`config.mk`:
```
export PLATFORM = sky130hd
export DESIGN_NAME = single_wire_master
export DESIGN_NICKNAME = d
export VERILOG_FILES = /design/src/logic/single_wire_pkg.sv /design/src/logic/single_wire_master.sv
export SDC_FILE = /design/constraint.sdc
export NUM_CORES = 1
export LEC_CHECK = 0
export BUFFER_PORTS_ARGS = -buffer_cell sky130_fd_sc_hd__buf_2
export CORE_MARGIN = 2
export CORE_UTILIZATION = 59
export CTS_CLUSTER_SIZE = 40
export DETAILED_ROUTE_END_ITERATION = 8
export GPL_TIMING_DRIVEN = 0
export PLACE_DENSITY = 0.77
export SLEW_MARGIN = 20
export SYNTH_ARGS = -nofsm -noshare
export SYNTH_HDL_FRONTEND = slang
export SYNTH_SLANG_ARGS = --single-unit
```
`constraint.sdc`:
```
create_clock -name clk_sys -period 3 [get_ports clk_sys]
set_input_delay 0.3 -clock clk_sys [delete_from_list [all_inputs] [get_ports clk_sys]]
set_output_delay 0.3 -clock clk_sys [all_outputs]
set_load 0.005 [all_outputs]
```
`src/logic/single_wire_pkg.sv`:
```
/*
  shared types and constants for the single-wire bus master: timing in ns,
  derived cycle counts at 125 MHz, command and response carriers, and the
  command bytes and page layout the user side sequences.
  assumes a 125 MHz system clock and an external pull-up on the line.
*/
package single_wire_pkg;

  // system clock
  localparam int CLK_PERIOD_NS = 8;

  // line timing, ns
  localparam int T_RST_LOW_NS = 480000;
  localparam int T_RST_HIGH_NS = 480000;
  localparam int T_SLOT_NS = 60000;
  localparam int T_REC_NS = 1000;
  localparam int T_W1_LOW_NS = 6000;
  localparam int T_RD_LOW_NS = 1000;
  localparam int T_RD_SAMPLE_NS = 13000;

  // least times round up, latest times round down
  localparam int RST_LOW_CYC_DEF = (T_RST_LOW_NS + CLK_PERIOD_NS - 1) / CLK_PERIOD_NS;
  localparam int RST_HIGH_CYC_DEF = (T_RST_HIGH_NS + CLK_PERIOD_NS - 1) / CLK_PERIOD_NS;
  localparam int SLOT_CYC_DEF = (T_SLOT_NS + CLK_PERIOD_NS - 1) / CLK_PERIOD_NS;
  localparam logic [16:0] REC_CYC = 17'((T_REC_NS + CLK_PERIOD_NS - 1) / CLK_PERIOD_NS);
  localparam logic [16:0] W1_LOW_CYC = 17'((T_W1_LOW_NS + CLK_PERIOD_NS - 1) / CLK_PERIOD_NS);
  localparam logic [16:0] RD_LOW_CYC = 17'((T_RD_LOW_NS + CLK_PERIOD_NS - 1) / CLK_PERIOD_NS);
  localparam logic [16:0] RD_SAMPLE_CYC = 17'(T_RD_SAMPLE_NS / CLK_PERIOD_NS);

  // bits in a byte, response buffer depth
  localparam logic [3:0] BYTE_BITS = 4'h8;
  localparam logic [3:0] ONE_BIT = 4'h1;
  localparam logic [1:0] RSP_DEPTH = 2'h2;

  // command bytes for the user-side sequencer
  localparam logic [7:0] CMD_SKIP_ROM = 8'hcc;
  localparam logic [7:0] CMD_CONVERT_TEMP = 8'h44;
  localparam logic [7:0] CMD_CONVERT_VOLT = 8'hb4;
  localparam logic [7:0] CMD_RECALL_PAGE = 8'hb8;
  localparam logic [7:0] READ_SCRATCHPAD_CMD = 8'hbe;

  // scratchpad layout: eight data bytes then a crc
  localparam int SCRATCH_READ_BYTES = 9;
  localparam logic [7:0] PAGE_MEASURE = 8'h00;
  localparam logic [7:0] PAGE_ACCUM = 8'h01;
  localparam logic [7:0] PAGE_TOTALS = 8'h07;
  localparam int ACCUM_BYTE = 4;
  localparam int CHARGE_TOTAL_BYTE = 4;
  localparam int DISCHARGE_TOTAL_BYTE = 6;

  typedef enum logic [1:0] {
    OP_RESET,
    OP_WRITE_BYTE,
    OP_READ_BYTE,
    OP_READ_BIT
  } op_t;

  typedef struct packed {
    op_t op;
    logic [7:0] data;
  } cmd_t;

  typedef struct packed {
    op_t op;
    logic [7:0] data;
    logic presence;
    logic refused;
  } rsp_t;

endpackage : single_wire_pkg

```
`src/logic/single_wire_master.sv`:
```
/*
  single-wire bus master: reset/presence, write slots and read slots on an
  open-drain line, one byte or one bit per command, one response per command
  through a two-entry buffer.
  assumes an external pull-up on the line and a single device on the bus.
*/
// What this block does; the last three are left to the user-side sequencer
// - only presence comes from device; master starts rest
// - initialize with reset and presence before commands
// - master releases line after reset, then listens
// - master opens each write slot pulling line low
// - write slots last 60 us, 1 us recovery
// - write one: line high again within 15 us
// - write zero: line held low whole slot
// - read slot opens with at least 1 us low
// - master releases and samples by 15 us
// - read slots last 60 us, 1 us recovery
// - short low time, sample late in window
// - convert temperature: skip-rom then 44h, poll
// - convert voltage: skip-rom then b4h, poll
// - recall page b8h plus page before reading
module single_wire_master
  import single_wire_pkg::*;
#(
  parameter logic [16:0] RST_LOW_CYC = 17'(RST_LOW_CYC_DEF),
  parameter logic [16:0] RST_HIGH_CYC = 17'(RST_HIGH_CYC_DEF),
  parameter logic [16:0] SLOT_CYC = 17'(SLOT_CYC_DEF)
) (
  // clock and reset
  input wire logic clk_sys,
  input wire logic reset_n,
  // command port
  input wire logic cmd_valid,
  output logic cmd_ready,
  input wire cmd_t cmd,
  // response port
  output logic rsp_valid,
  input wire logic rsp_ready,
  output rsp_t rsp,
  // open-drain line
  input wire logic dq_in,
  output logic dq_out,
  output logic dq_oe,
  // status
  output logic link_ready,
  output logic busy
);

  typedef enum logic [2:0] {IDLE, RST_LOW, RST_WAIT, SLOT, RECOVER, RESP} state_t;

  state_t state_ff, nxt_state;
  logic [16:0] cnt_ff;
  logic [7:0] shift_ff;
  logic [3:0] bits_left_ff;
  op_t op_ff;
  logic refused_ff, init_ff, seen_high_ff, pres_ff;
  logic dq_s1_ff, dq_s2_ff, dq_s3_ff, dq_line_ff;

  // buffer
  rsp_t buf_mem_ff [2];
  logic wr_ptr_ff, rd_ptr_ff;
  logic [1:0] buf_cnt_ff;

  // decode
  logic cmd_accept, refuse, is_read, cur_bit, drive_low, sample_en, slot_end;
  logic rec_end, push, pop, buf_in_ready;
  logic [16:0] low_len;
  rsp_t push_rsp;

  function automatic logic op_reads(input op_t op);
    op_reads = (op == OP_READ_BYTE) || (op == OP_READ_BIT);
  endfunction : op_reads

  assign cmd_ready = (state_ff == IDLE);
  assign cmd_accept = cmd_valid && cmd_ready;
  assign refuse = (cmd.op != OP_RESET) && !init_ff;
  assign is_read = op_reads(op_ff);
  assign cur_bit = shift_ff[0];
  // read low kept at the minimum so the device has the most time to answer
  assign low_len = is_read ? RD_LOW_CYC : (cur_bit ? W1_LOW_CYC : SLOT_CYC);
  assign drive_low = (state_ff == RST_LOW) || ((state_ff == SLOT) && (cnt_ff < low_len));
  assign sample_en = (state_ff == SLOT) && is_read && (cnt_ff == RD_SAMPLE_CYC);
  assign slot_end = (state_ff == SLOT) && (cnt_ff == SLOT_CYC - 17'h1);
  assign rec_end = (state_ff == RECOVER) && (cnt_ff == REC_CYC - 17'h1);
  assign buf_in_ready = (buf_cnt_ff != RSP_DEPTH);
  assign push = (state_ff == RESP) && buf_in_ready;
  assign pop = rsp_valid && rsp_ready;

  assign dq_out = 1'b0;
  assign dq_oe = drive_low;
  assign link_ready = init_ff;
  assign busy = (state_ff != IDLE);

  // single-bit polls land in bit 0; writes and resets return zero data
  assign push_rsp.op = op_ff;
  assign push_rsp.data = refused_ff ? 8'h00 :
                         (op_ff == OP_READ_BIT) ? {7'h00, shift_ff[7]} :
                         (op_ff == OP_READ_BYTE) ? shift_ff : 8'h00;
  assign push_rsp.presence = pres_ff;
  assign push_rsp.refused = refused_ff;

  // next state
  always_comb begin
    nxt_state = state_ff;
    unique case (state_ff)
      IDLE: begin
        if (cmd_accept) begin
          if (refuse) begin
            nxt_state = RESP;
          end else if (cmd.op == OP_RESET) begin
            nxt_state = RST_LOW;
          end else begin
            nxt_state = SLOT;
          end
        end
      end
      RST_LOW: begin
        if (cnt_ff == RST_LOW_CYC - 17'h1) begin
          nxt_state = RST_WAIT;
        end
      end
      RST_WAIT: begin
        if (cnt_ff == RST_HIGH_CYC - 17'h1) begin
          nxt_state = RESP;
        end
      end
      SLOT: begin
        if (slot_end) begin
          nxt_state = RECOVER;
        end
      end
      RECOVER: begin
        if (rec_end) begin
          nxt_state = (bits_left_ff == 4'h0) ? RESP : SLOT;
        end
      end
      RESP: begin
        if (push) begin
          nxt_state = IDLE;
        end
      end
    endcase
  end

  always_ff @(posedge clk_sys) begin
    if (!reset_n) begin
      state_ff <= IDLE;
      cnt_ff <= 17'h0;
    end else begin
      state_ff <= nxt_state;
      cnt_ff <= (nxt_state != state_ff) ? 17'h0 : cnt_ff + 17'h1;
    end
  end

  // line input: three stages, a level counts once stages two and three agree
  always_ff @(posedge clk_sys) begin
    if (!reset_n) begin
      dq_s1_ff <= 1'b1;
      dq_s2_ff <= 1'b1;
      dq_s3_ff <= 1'b1;
      dq_line_ff <= 1'b1;
    end else begin
      dq_s1_ff <= dq_in;
      dq_s2_ff <= dq_s1_ff;
      dq_s3_ff <= dq_s2_ff;
      if (dq_s2_ff == dq_s3_ff) begin
        dq_line_ff <= dq_s3_ff;
      end
    end
  end

  // command capture and bit shifting
  always_ff @(posedge clk_sys) begin
    if (!reset_n) begin
      shift_ff <= 8'h00;
      bits_left_ff <= 4'h0;
      op_ff <= OP_RESET;
      refused_ff <= 1'b0;
    end else if (cmd_accept) begin
      shift_ff <= (cmd.op == OP_WRITE_BYTE) ? cmd.data : 8'h00;
      bits_left_ff <= (cmd.op == OP_READ_BIT) ? ONE_BIT : BYTE_BITS;
      op_ff <= cmd.op;
      refused_ff <= refuse;
    end else if (sample_en) begin
      shift_ff <= {dq_line_ff, shift_ff[7:1]};
    end else if (slot_end) begin
      if (!is_read) begin
        shift_ff <= {1'b0, shift_ff[7:1]};
      end
      bits_left_ff <= bits_left_ff - 4'h1;
    end
  end

  // presence: a low after the line has come back high
  always_ff @(posedge clk_sys) begin
    if (!reset_n) begin
      seen_high_ff <= 1'b0;
      pres_ff <= 1'b0;
      init_ff <= 1'b0;
    end else if (state_ff == RST_LOW) begin
      seen_high_ff <= 1'b0;
      pres_ff <= 1'b0;
      init_ff <= 1'b0;
    end else if (state_ff == RST_WAIT) begin
      if (dq_line_ff) begin
        seen_high_ff <= 1'b1;
      end else if (seen_high_ff) begin
        pres_ff <= 1'b1;
      end
      if (nxt_state == RESP) begin
        init_ff <= pres_ff;
      end
    end
  end

  // two-entry response buffer; a full buffer holds the engine in RESP
  always_ff @(posedge clk_sys) begin
    if (!reset_n) begin
      wr_ptr_ff <= 1'b0;
      rd_ptr_ff <= 1'b0;
      buf_cnt_ff <= 2'h0;
    end else begin
      if (push) begin
        wr_ptr_ff <= !wr_ptr_ff;
      end
      if (pop) begin
        rd_ptr_ff <= !rd_ptr_ff;
      end
      buf_cnt_ff <= buf_cnt_ff + {1'b0, push} - {1'b0, pop};
    end
  end

  always_ff @(posedge clk_sys) begin
    if (!reset_n) begin
      buf_mem_ff[0] <= '0;
      buf_mem_ff[1] <= '0;
    end else if (push) begin
      buf_mem_ff[wr_ptr_ff] <= push_rsp;
    end
  end

  assign rsp_valid = (buf_cnt_ff != 2'h0);
  assign rsp = buf_mem_ff[rd_ptr_ff];

  // checks
  rst_low_len_a: assert property (@(posedge clk_sys) disable iff (!reset_n)
    (state_ff == RST_LOW) && (nxt_state == RST_WAIT) |-> cnt_ff == RST_LOW_CYC - 17'h1)
    else $error("reset pulse ended early");

  rst_release_a: assert property (@(posedge clk_sys) disable iff (!reset_n)
    (state_ff == RST_WAIT) |-> !dq_oe)
    else $error("line driven while waiting for presence");

  drive_owner_a: assert property (@(posedge clk_sys) disable iff (!reset_n)
    dq_oe |-> (state_ff == RST_LOW) || (state_ff == SLOT))
    else $error("line driven outside reset or slot");

  slot_len_a: assert property (@(posedge clk_sys) disable iff (!reset_n)
    (state_ff == SLOT) && (nxt_state == RECOVER) |-> cnt_ff == SLOT_CYC - 17'h1)
    else $error("slot shorter than minimum");

  recovery_high_a: assert property (@(posedge clk_sys) disable iff (!reset_n)
    $rose(state_ff == RECOVER) |-> !dq_oe [*8])
    else $error("line driven during recovery");

  write_one_a: assert property (@(posedge clk_sys) disable iff (!reset_n)
    (state_ff == SLOT) && !is_read && cur_bit && (cnt_ff == W1_LOW_CYC) |-> !dq_oe)
    else $error("write one held low too long");

  write_zero_a: assert property (@(posedge clk_sys) disable iff (!reset_n)
    (state_ff == SLOT) && !is_read && !cur_bit |-> dq_oe)
    else $error("write zero released early");

  read_low_a: assert property (@(posedge clk_sys) disable iff (!reset_n)
    $rose(state_ff == SLOT) && is_read |-> dq_oe [*8])
    else $error("read slot low phase too short");

  read_sample_a: assert property (@(posedge clk_sys) disable iff (!reset_n)
    sample_en |-> !dq_oe && (cnt_ff == RD_SAMPLE_CYC) && !$past(dq_oe))
    else $error("read sampled while driving or off time");

  refuse_uninit_a: assert property (@(posedge clk_sys) disable iff (!reset_n)
    cmd_accept && (cmd.op != OP_RESET) && !init_ff |=> (state_ff == RESP) && refused_ff)
    else $error("command before initialization reached the line");

  lsb_first_a: assert property (@(posedge clk_sys) disable iff (!reset_n)
    cmd_accept && (cmd.op == OP_WRITE_BYTE) && init_ff |=> shift_ff == $past(cmd.data))
    else $error("write byte not loaded for lsb-first shifting");

  reset_presence_c: cover property (@(posedge clk_sys) disable iff (!reset_n)
    push && (op_ff == OP_RESET) && pres_ff);
  write_byte_c: cover property (@(posedge clk_sys) disable iff (!reset_n)
    push && (op_ff == OP_WRITE_BYTE) && !refused_ff);
  read_byte_c: cover property (@(posedge clk_sys) disable iff (!reset_n)
    push && (op_ff == OP_READ_BYTE) && !refused_ff);
  buffer_stall_c: cover property (@(posedge clk_sys) disable iff (!reset_n)
    (state_ff == RESP) && !buf_in_ready);

endmodule : single_wire_master

```
---- After elaboration in Yosys (flattened, before gate mapping) ----
Memory sizes are Yosys's and may differ from the RTL's. A register that Yosys moved wholly into a read port is not among the register bits.
Index checks and enable logic that the tools add are counted.
operators by class
  add/subtract/negate cells ............... 4
  magnitude comparators ................... 1
  bitwise operators ....................... 2
  reductions and logical operators ........ 30
  multiplexer cells ....................... 33
  equality and inequality tests ........... 19
operator list
  kind                   count
  $mux 8                 8
  $mux 13                2
  $mux 3                 8
  $pmux 3 s6             1
  $add 17x1->17 const B  1
  $eq 17x11->1 const B   1
  $eq 17x13->1 const B   1
  $eq 17x16->1 const B   1
  $eq 17x7->1 const B    1
  $lt 17x13->1           1
  $mux 4                 4
  $mux 12                1
  $reduce_or 12->1       1
  $eq 3x3->1 const B     3
  $logic_and 1x1->1      9
  $mux 1                 8
  $reduce_and 2->1       4
  $eq 2x2->1 const B     3
  $eq 3x2->1 const B     2
  $reduce_bool 2->1      3
  $reduce_bool 3->1      2
  $logic_not 4->1        1
  $ne 2x2->1 const B     2
  $reduce_or 2->1        2
  other kinds (15)       19
word-level totals
  bits in registers ....................... 46
  memory bits (writable) .................. 24
  input port bits ......................... 15
  memories kept ........................... 1
  output and inout bits ................... 18
  logic and storage cells ................. 106
memories
  memory      words  width  rd ports  clocked after Yosys merged registers in  write ports  line                      source
  buf_mem_ff  2      12     1         1                                        2            single_wire_master.sv:60  rsp_t buf_mem_ff [2];

---- Logic depth before layout (Yosys ltp) ----
Gate-level depths: netlist of the first run.
  word-level depth ........................ 7
  mapped depth ............................ 10
  depth with buffers taken out ............ 9

---- Worst setup path after synthesis of the first run ----
OpenSTA, ideal clock, no wires.
  path type ............................... reg-to-reg
  start ................................... register state_ff[0]
  end ..................................... memory buf_mem_ff[0][0] in the netlist's numbering, enable pin
  clock period less this slack ............ 2.249 ns
  required time ........................... 2.602 ns
  buffers on the path ..................... 1
  data arrival time ....................... 1.851 ns
  setup time .............................. 0.398 ns
  setup slack ............................. 0.751 ns
  stages on the path, launching flop included .. 6
  cell sequence ........................... dfxtp_1 > clkbuf_1 > nand3b_1 > nor2b_1 > inv_1 > o21ai_0
RTL lines
  item                    line                       source
  from (decl)             single_wire_master.sv:51   state_t state_ff, nxt_state;
  from (signal assigned)  single_wire_master.sv:150  state_ff <= nxt_state;
  to (decl)               single_wire_master.sv:60

---- Worst setup path in the final report of the first run ----
  start ................................... register op_ff[1]
  end ..................................... output port dq_oe
on the way
  word-level cells in the longest chain between the ends .. 6
  elaborated cells on any way between the ends .. 7
  those cells by class .................... order compare (1); eq/ne (2); mux (1); reduce/logical (3)
RTL lines
  item                    line                       source
  from (decl)             single_wire_master.sv:55   op_t op_ff;
  from (signal assigned)  single_wire_master.sv:182  op_ff <= cmd.op;
  $eq 2x2->1              single_wire_master.sv:71   op_reads = (op == OP_READ_BYTE) || (op == OP_READ_BIT);
  $logic_or 1x1->1 *      single_wire_master.sv:71
  $mux 13 *               single_wire_master.sv:80   assign low_len = is_read ? RD_LOW_CYC : (cur_bit ? W1_LOW_CYC : SLOT_CYC);
  $lt 17x13->1 *          single_wire_master.sv:81   assign drive_low = (state_ff == RST_LOW) || ((state_ff == SLOT) && (cnt_ff < low_len));
  $logic_and 1x1->1 *     single_wire_master.sv:81
  $logic_or 1x1->1 *      single_wire_master.sv:81
  to (decl)               single_wire_master.sv:43   output logic dq_oe,
Mark *: on every way between the ends. The rest lies on a longest branch, timed or not.

==> summary.txt, run 1 <==
Synth
  – Synth top area cells: dfxtp_1 25%, edfxtp_1 19%, ha_1 5.1%
  – EDFF count, synth: 24
  – Syn_nets: 415
  – Gate Count Post-Synth: 385
  – Avg Inst Size Synth: 9.62 um^2
  – Synth area leader: dfxtp_1
  – Prevailing post-synth register cell: dfxtp_1
  – Yosys warns: 0
  – Post-synth top area share: 25.4%
  – Synth cell types: 57
  – Synth Cell Area: 3700 um^2
  – Flops & latches, synth: 71
  – Asr flop ratio synth: 0%
  – Sequential fraction of the synthesis area: 44.9%

Global routing
  – Total track usage: 22.1%
  – Number of global-route vias before repair: 2,774
  – First-pass GRT wire length: 12.4 mm
  – GRT overflow: 0
  – Initial antenna violation count: 0
  – Maximum number of pins on one net before global-route repair: 13

Setup path
  – Critical Path Fanout Max: 7
  – Critical path capture point type: output port
  – Critical path arrival: 2.48 ns
  – Critical Path Start Type: flip-flop
  – Setup CP Type: flip-flop to output port
  – FF-to-FF path depth: 9
  – Req. time, crit path: 2.70 ns

Detailed routing
  – DRC: 0
  – Routed wire length: 7.35 mm
  – DRT antenna net count: 0
  – Initial DRC Count: 124
  – Vias per inst: 5.64
  – Via count: 2,857
  – Drt pass-1 iters: 4
  – Routed length per placed instance: 14.5 um

Clocking
  – Post-CTS Setup Repair Bufs: 0
  – Depth of the CTS H-tree: 3
  – Clock Sinks: 71
  – Clk Tree Root Cell: clkbuf_8
  – Max Root-Sink Buffers: 2
  – Skew-Pair Late Insertion Delay: 0.35 ns
  – CTS buffer count: 9
  – CTS tree: done
  – Clock transition at the registers of the reported paths: 0.08 ns

Timing
  – Fin worst setup slack: 0.217 ns
  – Final hold vios: 0
  – Hold Slack: 0.134 ns
  – Setup_tns: 0 ns
  – RSZ-0062 raised after global routing: false
  – Setup violations, final: 0
  – Worst Max-Slew Pin Slew: 0.709 ns
  – Max-slew violation count: 0
  – Slew headroom: 52.3%
  – Clock skew: 0.0115 ns
  – FMAX: 0.359 GHz
  – Min Tclk post-route: 2.78 ns
  – Period utilization: 92.8%

Flow run
  – Max Cap Viol: 0

Min path
  – Worst Hold Depth: 2
  – Hold Path Class: input pin to flip-flop

Final layout
  – Ant diodes: 0
  – Layout cells sized above 1: 21.8%
  – Design Area, Final: 4190 um^2
  – Layout area overhead: 13.1%
  – Most common cell after layout, fill and taps aside: nand2_1
  – Nets: 457
  – Most frequent cells in the layout: 50 x nand2_1, 46 x dfxtp_1, 33 x buf_2, 25 x nor2_1, 24 x edfxtp_1

Power
  – Pleak: 1.61 nW
  – Cell Pwr Density: 693 nW/um^2
  – Tot Pwr: 0.00290 W
  – Maximum vdd ir drop: 0.558 mV

Place
  – Final HPWL DP: 5.42 mm
  – Pre-CTS setup slack: 0.397 ns
  – IO buf count: 30
  – Placed Area: 3960 um^2
  – Final GP Congestion: 0.884

Die
  – Core area: 5990 um^2
  – Die X: 83.2 um
  – Num rows: 28
  – Die ar.: 6930 um^2
  – IO Count: 33
  – Die Y: 83.2 um
  – Initial core utilization: 61.8%

Outcome
  – Status: complete, no violations
[cell usage after synthesis (all sizes together) (2+ instances only)]
cell	n
a21o	7
xnor2	14
o21ai	9
xor2	8
and4bb	2
nor2b	3
ha	15
nand2b	6
and3	7
a31oi	4
inv	11
or3	3
and3b	2
buf	11
edfxtp	24
nand3	18
nor2	25
nand4	4
dfxtp	47
clkbuf	8
a21oi	19
and2	21
nor4	4
mux2	13
nor3b	3
nor3	25
nand2	50
or2	2
a211oi	4
[cell type report]
class	count	area, um^2
tap	75	93.8
inverter	12	47.5
buffer	19	115
clock inverter	3	67.6
multi-input combinational	283	1880
sequential	71	1660
timing repair buffer	31	158
fill	460	1800
clock buffer	13	159
[critical path: stages (launching register included)]
cell and delay [ns]:
dfxtp_2 0.36, inv_4 0.10, nand2_1 0.12, ha_1 0.31, a31o_2 0.24, a221oi_1 0.27, o21ai_0 0.12, a211oi_1 0.23
o21ai_0 0.15, nand2_1 0.11, buf_2 0.11
[path summary, 6_finish.rpt]
kind | startpoint | to | slack (ns)
min reg2reg | dq_s1_ff | dq_s2_ff | 0.41
max | op_ff[1] | dq_oe | 0.22
min | dq_in | dq_s1_ff | 0.13
max reg2reg | cnt_ff[0] | cnt_ff[16] | 0.37
[where the power goes]
group / total (W) / switching, W / leakage [nW] / internal, W
clock network: 0.000868 / 0.000353 / 0.110 / 0.000515
logic: 0.000875 / 0.000513 / 0.872 / 0.000362
registers: 0.00116 / 0.0000691 / 0.630 / 0.00109
[per-stage QoR]
stage	cells	utilization (%)
floorplan	385	-
global placement	490	65.9
detailed placement	491	66.0
CTS	507	69.8
global route	507	69.9
finish	507	69.9
[cell families after synthesis]
family / count (synthesis) / synth area share, %
other: 1 / 0.101
adders and majority gates: 15 / 5.07
buffers and inverters: 31 / 4.32
DFF: 71 / 44.9
and+or+nand+nor: 180 / 27.2
muxes: 14 / 4.22
AOI/OAI and AO/OA: 51 / 8.99
xor gates and xnor gates: 22 / 5.20
[metal layers]
| metal | part of all wire, % | routed length (um) | track usage (%) | up-vias |
|---|---|---|---|---|
| met3 | 4.2 | 311 | 3.88 | 19 |
| met5 | 0 | 0 | 0 | - |
| met2 | 51 | 3780 | 39.0 | 76 |
| met4 | 3.0 | 221 | 11.9 | 0 |
| met1 | 41 | 3040 | 25.4 | 1321 |
| li1 | - | - | - | 1441 |
[sequential cells by signal, indices dropped and copies added, names as in the netlist, named ones only]
register,flops
state_ff,3
refused_ff,1
op_ff,2
rd_ptr_ff,1
cnt_ff,17
link_ready,1
bits_left_ff,4
dq_s1_ff,1
shift_ff,8
pres_ff,1
dq_line_ff,1
wr_ptr_ff,1
buf_mem_ff,24
dq_s3_ff,1
dq_s2_ff,1
seen_high_ff,1
buf_cnt_ff,2
[timing repair]
action                                  in CTS  in global routing
endpoints found under the setup margin       0                  1
hold buffers                                 0                  0
gates resized for setup                      0                  4
Power figures use the tool's default switching activity.
==> run 2, diff against run 1 <==
--- a/config.mk
+++ b/config.mk
@@ -7,11 +7,11 @@
 export LEC_CHECK = 0
 export BUFFER_PORTS_ARGS = -buffer_cell sky130_fd_sc_hd__buf_2
 export CORE_MARGIN = 2
-export CORE_UTILIZATION = 59
+export CORE_UTILIZATION = 54
 export CTS_CLUSTER_SIZE = 40
 export DETAILED_ROUTE_END_ITERATION = 8
 export GPL_TIMING_DRIVEN = 0
-export PLACE_DENSITY = 0.77
+export PLACE_DENSITY = 0.74
 export SLEW_MARGIN = 20
 export SYNTH_ARGS = -nofsm -noshare
 export SYNTH_HDL_FRONTEND = slang
==> constraint.sdc (replaced) <==
create_clock -name clk_sys -period 2.46 [get_ports clk_sys]
set_input_delay 0.246 -clock clk_sys [delete_from_list [all_inputs] [get_ports clk_sys]]
set_output_delay 0.246 -clock clk_sys [all_outputs]
set_load 0.005 [all_outputs]
==> summary.txt, run 2 (synthesis results as in run 1) <==
Outcome
  – Status: complete, but fails checks
  – Violated checks: negative setup slack

Setup path
  – Setup CP Type: flip-flop to output port
  – Critical path capture point type: output port
  – Req. time, crit path: 2.21 ns
  – Critical Path Start Type: flip-flop
  – Critical Path Fanout Max: 3
  – Critical path arrival: 2.28 ns

Final layout
  – Largest register by flop count: buf_mem_ff
  – Register area: 1670 um^2
  – Layout area overhead: 16.5%
  – Top flop regs: buf_mem_ff (24), cnt_ff (17), shift_ff (8)
  – Nets: 462
  – Fill cell count: 551
  – Ant diodes: 0
  – Max FFs per register: 24
  – Most frequent cells in the layout: 49 x nand2_1, 43 x dfxtp_1, 33 x buf_2, 25 x nor2_1, 24 x edfxtp_1
  – Layout cells sized above 1: 25.6%
  – Most common cell after layout, fill and taps aside: nand2_1
  – Finished Layout Cells: 517
  – Multi-input gate area: 1960 um^2

Power
  – Clock power share: 28.7%
  – Pleak: 1.64 nW
  – P_sw: 0.00120 W
  – Cell Pwr Density: 829 nW/um^2
  – Seq pwr share: 39.9%
  – Maximum vdd ir drop: 0.592 mV
  – Int Power: 0.00238 W
  – Power share of the combinational group: 31.5%
  – Sw Share: 33.5%

Clocking
  – Clock transition at the registers of the reported paths: 0.07 ns
  – Skew-Pair Late Insertion Delay: 0.35 ns
  – Depth of the CTS H-tree: 3
  – Cts hold-fix bufs: 0
  – Clk Tree Root Cell: clkbuf_8
  – CTS tree: done
  – Clock Sinks: 71
  – Max Root-Sink Buffers: 2
  – CTS buffer count: 9

Detailed routing
  – DRT antenna net count: 0
  – Routed length per placed instance: 14.8 um
  – Drt pass-1 iters: 4
  – Initial DRC Count: 131
  – Routed wire length: 7.66 mm
  – DRC: 0
  – Via count: 2,840
  – Vias per inst: 5.49

Die
  – Die ar.: 7540 um^2
  – Num rows: 30
  – IO Count: 33
  – Die X: 86.8 um
  – Initial core utilization: 55.1%
  – Core area: 6720 um^2
  – Die Y: 86.8 um

Timing
  – Worst Max-Slew Pin Slew: 0.781 ns
  – Max-slew violation count: 0
  – Fin worst setup slack: -0.0670 ns
  – Setup violations, final: 1
  – Period utilization: 103%
  – Clock skew: 0.00976 ns
  – RSZ-0062 raised after global routing: true
  – Setup_tns: -0.0670 ns
  – FMAX: 0.396 GHz
  – Min Tclk post-route: 2.53 ns
  – Final hold vios: 0
  – Slew headroom: 47.8%

Place
  – Final HPWL DP: 5.54 mm
  – IO buf count: 30
  – Dpl cells: 496
  – Final GP Congestion: 0.883

Global routing
  – Initial antenna violation count: 0
  – First-pass GRT wire length: 13.0 mm
  – Total track usage: 22.3%
  – GRT overflow: 0
  – Maximum number of pins on one net before global-route repair: 14
  – Number of global-route vias before repair: 2,870

Min path
  – Hold Path Class: input pin to flip-flop

Flow run
  – Max Cap Viol: 0
==> run 2: changes by cell type in the layout (fill, tap and decap cells not counted), moves of 3 or more <==
| cell | previous run | this run |
|---|---|---|
| buf_4 | 5 | 9 |
| dfxtp_1 | 46 | 43 |
| ha_1 | 15 | 11 |
| ha_4 | 0 | 3 |
==> run 2: layout make-up <==
class	count	area share, %
Buffer	19	2.67
Clock buffer	9	2.87
Clock inverter	7	2.23
Inverter	12	1.16
Multi-Input combinational cell	283	45.4
Sequential cell	71	38.8
Tap cell	80	2.32
Timing Repair Buffer	36	4.61
==> run 2: worst max-delay path, cell delays in order (launching register included) <==
cell and delay (ns):
dfxtp_4 0.37, or2_4 0.28, inv_2 0.07, ha_4 0.19, and4_4 0.17, a221oi_2 0.26, o21ai_1 0.12, a211oi_2 0.20
o21ai_1 0.08, nand2_1 0.09, buf_2 0.12
==> run 2: final timing paths <==
path,depth (start not counted),slack (ns),end,from
min reg2reg,1,0.42,dq_s2_ff,dq_s1_ff
max,10,-0.07,dq_oe,op_ff[1]
min,2,0.09,dq_s1_ff,dq_in
max reg2reg,8,0.15,cnt_ff[5],cnt_ff[4]
==> run 2: stage by stage <==
| stage | total power (W) | utilization, % | setup WS [ns] | cell area [um^2] | hold WS [ns] |
|---|---|---|---|---|---|
| 2_1_floorplan | 0.00221 | - | 0.211 | 3700 | 0.347 |
| 4_1_cts | 0.00360 | 63.7 | -0.104 | 4280 | 0.0855 |
| 3_5_place_dp | 0.00251 | 59.0 | -0.130 | 3960 | 0.399 |
| 6_report | 0.00357 | 64.2 | -0.0670 | 4310 | 0.0947 |
| 5_1_grt | 0.00380 | 64.2 | -0.196 | 4310 | 0.0784 |
| 3_3_place_gp | 0.00248 | 58.8 | -0.327 | 3950 | 0.391 |
==> run 2: what timing repair did <==
item,CTS,global route
pin swaps,7,2
gates resized for setup,17,7
endpoints found under the setup margin,18,15
setup buffers,4,1
==> run 2: per-layer routing <==
metal / vias to the layer above / GRT usage, % / routed length [um]
li1: 1445 / - / -
met1: 1328 / 25.0 / 3330
met4: 0 / 9.52 / 184
met5: - / 0 / 0
met2: 51 / 38.8 / 3890
met3: 16 / 6.76 / 256
==> run 2: power groups by stage <==
| stage | clock network [W] | logic (W) | registers [W] |
|---|---|---|---|
| floorplan | 0 | 0.000795 | 0.00141 |
| CTS | 0.00105 | 0.00113 | 0.00142 |
| global route | 0.00110 | 0.00125 | 0.00144 |
| finish | 0.00102 | 0.00112 | 0.00142 |
| global placement | 0 | 0.00105 | 0.00144 |
| detailed placement | 0 | 0.00107 | 0.00144 |
